File: src/shared/current_power_calc_engine_consts.svh
`ifndef CURRENT_POWER_CALC_ENGINE_CONSTS_SVH
`define CURRENT_POWER_CALC_ENGINE_CONSTS_SVH

// ===========================================================================
// Register pointer values
`define ADDR_MEASUREMENT_CONFIG  8'h00
`define ADDR_SHUNT_VOLTAGE       8'h01
`define ADDR_RAIL_VOLTAGE        8'h02
`define ADDR_POWER               8'h03
`define ADDR_CURRENT             8'h04
`define ADDR_SCALE_FACTOR        8'h05

// ===========================================================================
// Configuration fields and reset values
`define CFG_RESET_VALUE          16'h4127
`define CFG_SOFT_RESET_BIT       15
`define CFG_AVG_LSB              9
`define CFG_RAIL_CT_LSB          6
`define CFG_SHUNT_CT_LSB         3
`define CFG_MODE_LSB             0
`define CFG_WRITABLE_MASK        16'h0fff
`define CFG_FIXED_BITS           16'h4000
`define SCALE_FACTOR_RESET       16'h0000

// ===========================================================================
// Arithmetic constants
`define CURRENT_DIV_SHIFT        11
`define CURRENT_ROUND_ADD        33'h0_0000_07ff
`define POWER_DIVISOR            16'd20000
`define POWER_STEP_RATIO         25
`define RAIL_STEP_UV             1250
`define SHUNT_STEP_NV            2500
`define DIV_ITERATIONS           6'd32

`endif

File: src/shared/current_power_calc_engine_pkg.sv
package current_power_calc_engine_pkg;

   typedef enum logic {
      calc_idle,
      calc_dividing
   } calc_state_t;

   typedef logic signed [26:0] accum_t;
   typedef logic [15:0]        word_t;

endpackage

File: src/shared/divider_if.sv
`timescale 1ns/100ps

interface divider_if;
   logic        start;
   logic [31:0] dividend;
   logic [15:0] divisor;
   logic        done;
   logic [31:0] quotient;

   modport requester (
      output start,
      output dividend,
      output divisor,
      input  done,
      input  quotient
   );

   modport solver (
      input  start,
      input  dividend,
      input  divisor,
      output done,
      output quotient
   );
endinterface

File: src/verilog/current_power_calc_engine.sv
// Summary of operation
// - Current equals shunt code times scale over 2048.
// - Power equals current magnitude times rail code over 20000.
// - Power step is 25 current steps.
// - Unwritten scale factor keeps current, power zero.
// - Written scale factor refreshes results at the end of every average.
// - Rail code step is 1.25 mV.
// - Rail result top bit always reads zero.
// - Shunt code step is 2.5 uV.
// - Register pointers 00h through 05h as mapped.
// - Configuration holds averaging and two conversion times.
// - Current computed right after each shunt conversion.
// - Power computed after rail conversion from last current.
// - Averages of all four loaded into output registers.
`timescale 1ns/100ps
`include "current_power_calc_engine_consts.svh"

module current_power_calc_engine
   import current_power_calc_engine_pkg::*;
(
   // Clock and reset
   input  wire logic        clock,
   input  wire logic        srst,
   // Register port from the serial slave
   input  wire logic [7:0]  reg_addr,
   input  wire logic        reg_wr,
   input  wire logic [15:0] reg_wdata,
   output logic      [15:0] reg_rdata,
   // Converter samples
   input  wire logic        shunt_valid,
   input  wire logic [15:0] shunt_code,
   input  wire logic        rail_valid,
   input  wire logic [15:0] rail_code,
   // Converter settings
   output logic      [2:0]  avg_sel,
   output logic      [2:0]  rail_ct_sel,
   output logic      [2:0]  shunt_ct_sel,
   output logic      [2:0]  mode_sel,
   output logic             average_done
);

   divider_if div ();

   power_divider u_power_divider (
      .clock (clock),
      .srst  (srst),
      .div   (div)
   );

   // ========================================================================
   // State
   word_t       config_reg,  next_config_reg;
   word_t       scale,       next_scale;
   logic        cal_written, next_cal_written;
   word_t       shunt_out,   next_shunt_out;
   word_t       rail_out,    next_rail_out;
   word_t       current_out, next_current_out;
   word_t       power_out,   next_power_out;
   word_t       last_current, next_last_current;
   word_t       rail_hold,   next_rail_hold;
   accum_t      acc_shunt,   next_acc_shunt;
   accum_t      acc_current, next_acc_current;
   accum_t      acc_rail,    next_acc_rail;
   accum_t      acc_power,   next_acc_power;
   logic [10:0] samples,     next_samples;
   calc_state_t state,       next_state;
   word_t       next_rdata;
   logic        next_average_done;

   logic [3:0]         avg_shift;
   logic [10:0]        avg_target;
   logic signed [32:0] shunt_product;
   logic signed [32:0] shunt_rounded;
   word_t              current_calc;
   word_t              current_mag;
   word_t              power_calc;
   logic               cfg_write;
   logic               soft_reset;

   // Averaging counts 1, 4, 16, 64, 128, 256, 512 and 1024 are all powers of two,
   // so the average is a plain arithmetic shift of the accumulator.
   always_comb begin
      case (config_reg[`CFG_AVG_LSB +: 3])
         3'd0:    avg_shift = 4'd0;
         3'd1:    avg_shift = 4'd2;
         3'd2:    avg_shift = 4'd4;
         3'd3:    avg_shift = 4'd6;
         3'd4:    avg_shift = 4'd7;
         3'd5:    avg_shift = 4'd8;
         3'd6:    avg_shift = 4'd9;
         default: avg_shift = 4'd10;
      endcase
   end
   assign avg_target = 11'd1 << avg_shift;

   // ========================================================================
   // Current arithmetic
   assign shunt_product = $signed(shunt_code) * $signed({1'b0, scale});
   // Adding 2047 before the shift makes negative quotients truncate toward zero.
   assign shunt_rounded = shunt_product[32] ? (shunt_product + $signed(`CURRENT_ROUND_ADD)) : shunt_product;
   assign current_calc  = cal_written ? shunt_rounded[`CURRENT_DIV_SHIFT +: 16] : 16'h0000;
   // Power is a magnitude; its step is 25 current steps because the 20000
   // divisor times the 1.25 mV rail step gives 25.
   assign current_mag   = last_current[15] ? (16'h0000 - last_current) : last_current;
   assign power_calc    = cal_written ? div.quotient[15:0] : 16'h0000;

   assign div.start    = (state == calc_idle) && rail_valid;
   assign div.dividend = {16'h0000, current_mag} * {17'h0_0000, rail_code[14:0]};
   assign div.divisor  = `POWER_DIVISOR;

   assign cfg_write  = reg_wr && (reg_addr == `ADDR_MEASUREMENT_CONFIG);
   assign soft_reset = cfg_write && reg_wdata[`CFG_SOFT_RESET_BIT];

   // ========================================================================
   // Next-state logic
   always_comb begin
      next_config_reg   = config_reg;
      next_scale        = scale;
      next_cal_written  = cal_written;
      next_shunt_out    = shunt_out;
      next_rail_out     = rail_out;
      next_current_out  = current_out;
      next_power_out    = power_out;
      next_last_current = last_current;
      next_rail_hold    = rail_hold;
      next_acc_shunt    = acc_shunt;
      next_acc_current  = acc_current;
      next_acc_rail     = acc_rail;
      next_acc_power    = acc_power;
      next_samples      = samples;
      next_state        = state;
      next_average_done = 1'b0;

      if (shunt_valid) begin
         next_last_current = current_calc;
         next_acc_shunt    = acc_shunt + accum_t'($signed(shunt_code));
         next_acc_current  = acc_current + accum_t'($signed(current_calc));
      end

      case (state)
         calc_idle: begin
            if (rail_valid) begin
               next_rail_hold = {1'b0, rail_code[14:0]};
               next_state     = calc_dividing;
            end
         end
         calc_dividing: begin
            if (div.done) begin
               next_state     = calc_idle;
               next_acc_rail  = acc_rail + accum_t'(rail_hold);
               next_acc_power = acc_power + accum_t'(power_calc);
               if (samples + 11'd1 >= avg_target) begin
                  next_shunt_out    = 16'(next_acc_shunt >>> avg_shift);
                  next_current_out  = 16'(next_acc_current >>> avg_shift);
                  next_rail_out     = 16'(next_acc_rail >>> avg_shift) & 16'h7fff;
                  next_power_out    = 16'(next_acc_power >>> avg_shift);
                  next_acc_shunt    = '0;
                  next_acc_current  = '0;
                  next_acc_rail     = '0;
                  next_acc_power    = '0;
                  next_samples      = 11'd0;
                  next_average_done = 1'b1;
               end else begin
                  next_samples = samples + 11'd1;
               end
            end
         end
         default: next_state = calc_idle;
      endcase

      // A configuration write restarts averaging; without bit 15, a division ending after the write adds its rail and power sample to the new average.
      if (cfg_write) begin
         next_config_reg  = (reg_wdata & `CFG_WRITABLE_MASK) | `CFG_FIXED_BITS;
         next_acc_shunt   = '0;
         next_acc_current = '0;
         next_acc_rail    = '0;
         next_acc_power   = '0;
         next_samples     = 11'd0;
      end
      if (reg_wr && (reg_addr == `ADDR_SCALE_FACTOR)) begin
         next_scale       = reg_wdata;
         next_cal_written = 1'b1;
      end

      if (reg_addr == `ADDR_MEASUREMENT_CONFIG) begin
         next_rdata = config_reg;
      end else if (reg_addr == `ADDR_SHUNT_VOLTAGE) begin
         next_rdata = shunt_out;
      end else if (reg_addr == `ADDR_RAIL_VOLTAGE) begin
         next_rdata = rail_out;
      end else if (reg_addr == `ADDR_POWER) begin
         next_rdata = power_out;
      end else if (reg_addr == `ADDR_CURRENT) begin
         next_rdata = current_out;
      end else if (reg_addr == `ADDR_SCALE_FACTOR) begin
         next_rdata = scale;
      end else begin
         next_rdata = 16'h0000;
      end
   end

   // ========================================================================
   // Registers
   always_ff @(posedge clock) begin
      if (srst || soft_reset) begin
         config_reg   <= `CFG_RESET_VALUE;
         scale        <= `SCALE_FACTOR_RESET;
         cal_written  <= 1'b0;
         shunt_out    <= 16'h0000;
         rail_out     <= 16'h0000;
         current_out  <= 16'h0000;
         power_out    <= 16'h0000;
         last_current <= 16'h0000;
         rail_hold    <= 16'h0000;
         acc_shunt    <= '0;
         acc_current  <= '0;
         acc_rail     <= '0;
         acc_power    <= '0;
         samples      <= 11'h000;
         state        <= calc_idle;
         reg_rdata    <= 16'h0000;
         average_done <= 1'b0;
      end else begin
         config_reg   <= next_config_reg;
         scale        <= next_scale;
         cal_written  <= next_cal_written;
         shunt_out    <= next_shunt_out;
         rail_out     <= next_rail_out;
         current_out  <= next_current_out;
         power_out    <= next_power_out;
         last_current <= next_last_current;
         rail_hold    <= next_rail_hold;
         acc_shunt    <= next_acc_shunt;
         acc_current  <= next_acc_current;
         acc_rail     <= next_acc_rail;
         acc_power    <= next_acc_power;
         samples      <= next_samples;
         state        <= next_state;
         reg_rdata    <= next_rdata;
         average_done <= next_average_done;
      end
   end

   assign avg_sel      = config_reg[`CFG_AVG_LSB +: 3];
   assign rail_ct_sel  = config_reg[`CFG_RAIL_CT_LSB +: 3];
   assign shunt_ct_sel = config_reg[`CFG_SHUNT_CT_LSB +: 3];
   assign mode_sel     = config_reg[`CFG_MODE_LSB +: 3];

endmodule

File: src/verilog/power_divider.sv
`timescale 1ns/100ps
`include "current_power_calc_engine_consts.svh"

// Unsigned shift-subtract divider, one quotient bit per clock.
module power_divider
   import current_power_calc_engine_pkg::*;
(
   // Clock and reset
   input  wire logic  clock,
   input  wire logic  srst,
   // Request and answer
   divider_if.solver  div
);

   logic [31:0] quot;
   logic [31:0] next_quot;
   logic [16:0] rem;
   logic [16:0] next_rem;
   logic [15:0] dsor;
   logic [15:0] next_dsor;
   logic [5:0]  count;
   logic [5:0]  next_count;
   logic        busy;
   logic        next_busy;
   logic        done;
   logic        next_done;

   // ========================================================================
   // Iteration
   always_comb begin
      logic [16:0] trial;
      trial      = 17'd0;
      next_quot  = quot;
      next_rem   = rem;
      next_dsor  = dsor;
      next_count = count;
      next_busy  = busy;
      next_done  = 1'b0;
      if (!busy && div.start) begin
         next_quot  = div.dividend;
         next_rem   = 17'd0;
         next_dsor  = div.divisor;
         next_count = `DIV_ITERATIONS;
         next_busy  = 1'b1;
      end else if (busy) begin
         trial = {rem[15:0], quot[31]};
         if (trial >= {1'b0, dsor}) begin
            next_rem  = trial - {1'b0, dsor};
            next_quot = {quot[30:0], 1'b1};
         end else begin
            next_rem  = trial;
            next_quot = {quot[30:0], 1'b0};
         end
         next_count = count - 6'd1;
         if (count == 6'd1) begin
            next_busy = 1'b0;
            next_done = 1'b1;
         end
      end
   end

   always_ff @(posedge clock) begin
      if (srst) begin
         quot  <= 32'h0000_0000;
         rem   <= 17'h0_0000;
         dsor  <= 16'h0000;
         count <= 6'h00;
         busy  <= 1'b0;
         done  <= 1'b0;
      end else begin
         quot  <= next_quot;
         rem   <= next_rem;
         dsor  <= next_dsor;
         count <= next_count;
         busy  <= next_busy;
         done  <= next_done;
      end
   end

   assign div.done     = done;
   assign div.quotient = quot;

endmodule
File: config.mk
export PLATFORM = sky130hd
export DESIGN_NAME = current_power_calc_engine
export DESIGN_NICKNAME = d
export VERILOG_FILES = /design/src/shared/current_power_calc_engine_pkg.sv /design/src/shared/divider_if.sv /design/src/verilog/current_power_calc_engine.sv /design/src/verilog/power_divider.sv
export VERILOG_INCLUDE_DIRS = /design/src /design/src/shared
export SDC_FILE = /design/constraint.sdc
export NUM_CORES = 2
export LEC_CHECK = 0
export ABC_CLOCK_PERIOD_IN_PS = 16750
export BUFFER_PORTS_ARGS = -buffer_cell sky130_fd_sc_hd__buf_4
export CAP_MARGIN = 20
export CORE_ASPECT_RATIO = 0.6
export CORE_MARGIN = 2
export CORE_UTILIZATION = 50
export CTS_BUF_LIST = sky130_fd_sc_hd__clkbuf_8 sky130_fd_sc_hd__clkbuf_16
export CTS_CLUSTER_SIZE = 12
export DETAILED_ROUTE_END_ITERATION = 10
export GPL_ROUTABILITY_DRIVEN = 0
export PLACE_DENSITY = 0.66
export SETUP_SLACK_MARGIN = 0.02
export SYNTH_ARGS = -nofsm -noshare
export SYNTH_HDL_FRONTEND = slang
export SYNTH_HIERARCHICAL = 1
export SYNTH_SLANG_ARGS = --single-unit
File: constraint.sdc
create_clock -name clock -period 16.75 [get_ports clock]
set_input_delay 3.35 -clock clock [delete_from_list [all_inputs] [get_ports clock]]
set_output_delay 3.35 -clock clock [all_outputs]
set_load 0.02 [all_outputs]
* Word level (Yosys, flattened, before mapping)
Index checks and enable logic that the tools add are counted.
** Word-level totals
- Input port bits :: 61
- Register bits :: 317
** Operators by class
- Magnitude comparators :: 2
- Reduce and logical (&&, ||, !) cells :: 18
- $mul :: 2
- Bitwise logic cells :: 3
- Shifts and indexed selects :: 5
- Add/subtract/negate cells :: 9
- Equality and inequality tests :: 12
- Mux-type cells :: 36
** Operators with widths (number)
- two-way mux 27 bit :: 11
- two-way mux 16 bit :: 9
- adder 27 x 16 -> 27 bit :: 3
- >>> shifter 27 x 4 -> 16 bit :: 3
- two-way mux 31 bit :: 2
- multiplier 16 x 17 -> 33 bit :: 1
- multiplier 16 x 15 -> 31 bit :: 1
- one-hot mux 4 bit (7 select lines) :: 1
- adder 27 x 12 -> 27 bit, second input constant :: 1
- adder 27 x 17 -> 27 bit :: 1
- >>> shifter 27 x 4 -> 15 bit :: 1
- >= comparator 17 x 15 -> 1 bit :: 1
- == test 8 x 2 -> 1 bit, second input constant :: 2
- == test 8 x 3 -> 1 bit, second input constant :: 2
- subtractor 1 x 16 -> 16 bit, first input constant :: 1
- subtractor 16 x 15 -> 16 bit :: 1
- two-way mux 15 bit :: 1
- two-way mux 6 bit :: 2
- adder 11 x 1 -> 11 bit, second input constant :: 1
- >= comparator 11 bit :: 1
- two-way mux 11 bit :: 1
- left shift 1 x 4 -> 11 bit, first input constant :: 1
- == test 3 bit, second input constant :: 3
- == test 8 x 1 -> 1 bit, second input constant :: 1
- 17 further kinds :: 35

* Longest topological paths before layout
- Word-level depth :: 9
- Depth in mapped cells :: 41
- Depth with buffers taken out :: 37

* By module
The synthesis kept the hierarchy.
** Modules (own cells, without submodules)
- current_power_calc_engine :: times used 1, cells each 4470, area each 35549.1 um^2
- power_divider :: times used 1, cells each 495, area each 3905.0 um^2

* Worst setup path before layout
OpenSTA, ideal clock, no wires.
- Path kind :: input to register
- From :: input shunt_code[7]
- To :: register current_out[15]
- Library setup time :: 0.122 ns
- Buffers on the path :: 2
- Cell stages on the path :: 36
- Path slack :: 4.665 ns
- Arrival :: 11.963 ns
- Path through :: clkbuf_1 -> nand2_1 -> fa_1 -> inv_1 -> fa_1 -> inv_1 -> fa_1 -> inv_1 -> fa_1 -> fa_1 -> inv_1 -> fa_1 -> inv_1 -> ha_1 -> and4_1 -> a221oi_1 -> o21ai_1 -> a31oi_2 -> nand2b_1 -> a311oi_1 -> nand4b_1 -> nor4_4 -> a211o_2 -> nand2_1 -> ha_1 -> clkbuf_1 -> a21o_1 -> or3_1 -> o22a_1 -> and2_1 -> a41o_1 -> a211o_1 -> a22oi_2 -> mux2i_1 -> a22o_1 -> a221o_1
** On the way
- Cells in the longest elaborated chain, start to end :: 7
** RTL lines
- start: declaration :: RTL line current_power_calc_engine.sv:31 : input wire logic [15:0] shunt_code,
- multiplier 16 x 17 -> 33 bit * :: RTL line current_power_calc_engine.sv:98 : assign shunt_product = $signed(shunt_code) * $signed({1'b0, scale});
- adder 27 x 12 -> 27 bit :: RTL line current_power_calc_engine.sv:100 : assign shunt_rounded = shunt_product[32] ? (shunt_product + $signed(`CURRENT_ROUND_ADD)) : shunt_product;
- two-way mux 27 bit * :: RTL line current_power_calc_engine.sv:100
- two-way mux 16 bit * :: RTL line current_power_calc_engine.sv:101 : assign current_calc = cal_written ? shunt_rounded[`CURRENT_DIV_SHIFT +: 16] : 16'h0000;
- via current_calc[15] :: RTL line current_power_calc_engine.sv:74 : word_t current_calc;
- adder 27 x 16 -> 27 bit * :: RTL line current_power_calc_engine.sv:137 : next_acc_current = acc_current + accum_t'($signed(current_calc));
- two-way mux 27 bit * :: RTL line current_power_calc_engine.sv:134 : if (shunt_valid) begin
- >>> shifter 27 x 4 -> 16 bit * :: RTL line current_power_calc_engine.sv:154 : next_current_out = 16'(next_acc_current >>> avg_shift);
- end signal: assignment :: RTL line current_power_calc_engine.sv:229 : current_out <= next_current_out;
- end: declaration :: RTL line current_power_calc_engine.sv:57 : word_t current_out, next_current_out;
The timed path passes the listed nets; every way through them passes the cells marked *.
A chain may end at the register's enable or synchronous reset.

* Worst setup path after layout
- From :: input shunt_code[7]
- To :: register current_out[4]
The elaborated chain is that of the path after synthesis.

==> metrics.csv <==
stage;metric;value;unit
min_path;min_to;current_out[5];
synth;ys.warnings.count;6;
die;design.core.area;77800;µm²
sta;finalCriticalPeriod;12.79;ns
clocking;clock_path_buffers;3;
global_route;grt_overflow_total;0;
global_route;grt_pass1_vias;33593;
clocking;htree_levels;2;
finish;drive_gt1_share;6.31;%
sta;grt_setup_unrepaired;false;
min_path;hold_class;reg -> reg;
sta;fmax;0.0782;GHz
die;die_w;367;µm
synth;synth-seq-cells;328;
synth;syn_area;39500;µm²
power;leakage;19.5;nW
finish;fillers;7384;
critical_path;crit_fanout;17;
critical_path;crit_path_start;shunt_code[7];
finish;largest_register_ffs;32;
sta;slew_viol_final;0;
critical_path;endpoint_kind;flop;
synth;ys_types;100;
die;row_count;79;
clocking;cts_hold_buf;0;
critical_path;critPathRequiredTime;17.21;ns
drt;num_vias;35669;
sta;worstMarginPinSlew;1.19;ns
run_status;outcome;completed;
critical_path;arrival;13.25;ns
die;dieArea;81200;µm²
sta;fin_ws;3.96;ns
critical_path;reg2reg_to;current_out[4];
drt;first_pass_iters;9;
die;io-pin-count;90;
global_route;antenna_found_initial;0;
global_route;grt_pass1_wl;193000;µm
synth;yosys.area.top_type;fa_1;
global_route;grt_max_degree;106;
synth;avgSynthCellArea;7.95;µm²
sta;hold_viol;0;
min_path;worstHoldPathCells;2;
placed_design;dp_hpwl;89100;µm
synth;synth-edff-count;0;
critical_path;crit_top_cell;fa_1;
critical_path;start_kind;input port;
critical_path;max_stage_delay;0.57;ns
finish;n_antenna_cell;0;
drt;final_antenna_net_count;0;
synth;ys.flop_type;dfxtp_1;
drt;wire_per_inst;20.3;µm
drt;viasPerCell;5.98;
drt;drt_drc_violations_left;0;
clocking;clkSinkCount;328;
global_route;grt_usage;29.6;%
synth;postSynth.asyncResetShare;0;%
critical_path;critPathBufInv;6;
die;die-height;222;µm
clocking;root_buffer;clkbuf_16;
synth;netlist_instances;4965;
placed_design;portBuffers;88;
synth;ys_seq_area_share;16.6;%
clocking;ctsResizeCount;0;
synth;yosys.area.top_type_share;19.2;%
clocking;cts_made_buffers;36;
finish;finalNetCount;5666;
critical_path;rrSetupSlack;6.11;ns
critical_path;rr_worst_depth;35;
synth;synth_area_leaders;fa_1 19%, dfxtp_1 17%, ha_1 10%;
clocking;path_clk_slew;0.07;ns
critical_path;reg2reg_from;scale[1];
sta;period_share;76.3;%
sta;finalSetupViolations;0;
critical_path;crit_family;adder cells;
die;start_util;50.7;%
drt;initialDrtViolationCount;3778;
clocking;insertion_delay;0.59;ns
critical_path;crit_type;in -> reg;
finish;area_growth;6.87;%
critical_path;cpMaxStageDelayCell;nor3b_1;
sta;fin_setup_tns;0;ns
sta;slew_headroom;20.5;%
power;power_density;49.2;nW/µm²
power;ir_drop;0.0869;mV
flow_run;maxCapViolations;0;
sta;skew;0.0404;ns
clocking;cts_setup_buffers;0;
clocking;tritoncts;built;
min_path;hold_start;current_out[5];
drt;wl;121000;µm
placed_design;place_ws;3.53;ns
-- cells by family (layout without fill, tap and decap cells) --
family | count (synthesis) | in the layout | share of synthesized area [%]
xor gates and xnor gates | 166 | 166 | 3.69
buffers and inverters | 776 | 710 | 7.52
DFF | 328 | 328 | 16.6
and+or+nand+nor | 1754 | 1754 | 20.7
other | 2 | 19 | 0.0190
muxes | 164 | 164 | 4.54
adders and majority gates | 709 | 709 | 29.7
AOI/OAI and AO/OA | 1066 | 1066 | 17.2
-- cell usage in the layout, fill, tap and decap left out, drive strengths merged, types with 19 or more instances in the layout --
cell type and n:
mux2 19, o21a 34, o211ai 35, xnor2 118, and2 255, o22ai 24, clkbuf 39, nor3 80
nand4 28, o21ai 226, nor2 412, a211oi 53, dfxtp 328, a22oi 22, ha 330, nand3 102
nand2b 38, conb 19, nor2b 33, or3 22, a31oi 33, xor2 48, inv 500, a221oi 20
o31ai 23, a21o 49, fa 379, a21oi 385, and3 42, mux2i 135, nand2 666, buf 161
-- per-stage QoR --
| step | utilization (%) | power [W] | area (µm²) | cells | hold WS, ns |
|---|---|---|---|---|---|
| after floorplan | - | 0.00117 | 39500 | 4982 | 0.420 |
| after global placement | 52.7 | 0.00129 | 41000 | 5908 | 0.435 |
| after detailed placement | 52.7 | 0.00129 | 41000 | 5908 | 0.441 |
| after CTS | 54.1 | 0.00207 | 42100 | 5966 | 0.450 |
| after global routing | 54.2 | 0.00216 | 42200 | 5969 | 0.472 |
| final | 54.2 | 0.00208 | 42200 | 5969 | 0.451 |
-- how the worst max path moves through the flow --
stage                 endpoint  slack, ns  depth (start not counted)
3_3_place_gp   current_out[15]       3.59                         32
5_1_grt         current_out[4]       3.41                         33
6_report        current_out[4]       3.96                         36
2_1_floorplan  current_out[15]       4.67                         36
3_5_place_dp   current_out[15]       3.53                         32
4_1_cts        current_out[15]       4.09                         32
-- worst reg2reg max path: cells and delay by family (launching register included) --
family / cells / cell delay [ns]
AND/OR/NAND/NOR: 8 / 2.19
multiplexers: 2 / 0.43
AO/OA/AOI/OAI: 12 / 2.94
adder cells (fa/ha/maj): 8 / 3.46
flip-flops: 1 / 1.11
buffers and inverters: 5 / 0.38
-- report_power, final --
group,switching (W),total (W),internal (W)
combinational,0.000305,0.000477,0.000172
sequential,0.0000143,0.000815,0.000801
clock,0.000363,0.000785,0.000421
total,0.000682,0.00208,0.00139
-- synthesized netlist by cell type (21+ instances only) --
cell type  count
nand2_1      666
inv_1        488
nor2_1       412
a21oi_1      382
fa_1         379
ha_1         330
dfxtp_1      328
and2_1       254
clkbuf_1     232
o21ai_0      197
mux2i_1      135
xnor2_1      118
nand3_1      101
nor3_1        78
a21o_1        49
a211oi_1      48
xor2_1        48
and3_1        42
nand2b_1      38
o21a_1        34
nor2b_1       33
o211ai_1      33
a31oi_1       31
o21ai_1       29
nand4_1       28
buf_1         26
o22ai_1       24
o31ai_1       22
a22oi_1       21
buf_2         21
or3_1         21
-- area by class of cell --
cell class / count / area (µm²) / share of cell area, %
inverters: 491 / 1840 / 4.37
repair buffers: 161 / 1250 / 2.97
clock buffers: 39 / 942 / 2.23
flip-flops and latches: 328 / 6570 / 15.6
clock inverters: 19 / 143 / 0.338
multi-input cells: 3878 / 30100 / 71.4
well taps: 1053 / 1320 / 3.12
-- per-layer routing --
layer	track usage (%)	share of wire [%]
met2	39.1	38
met5	0	0
met4	6.36	2.2
met1	46.2	48
met3	8.86	12
(Power assumes the default switching activity.)
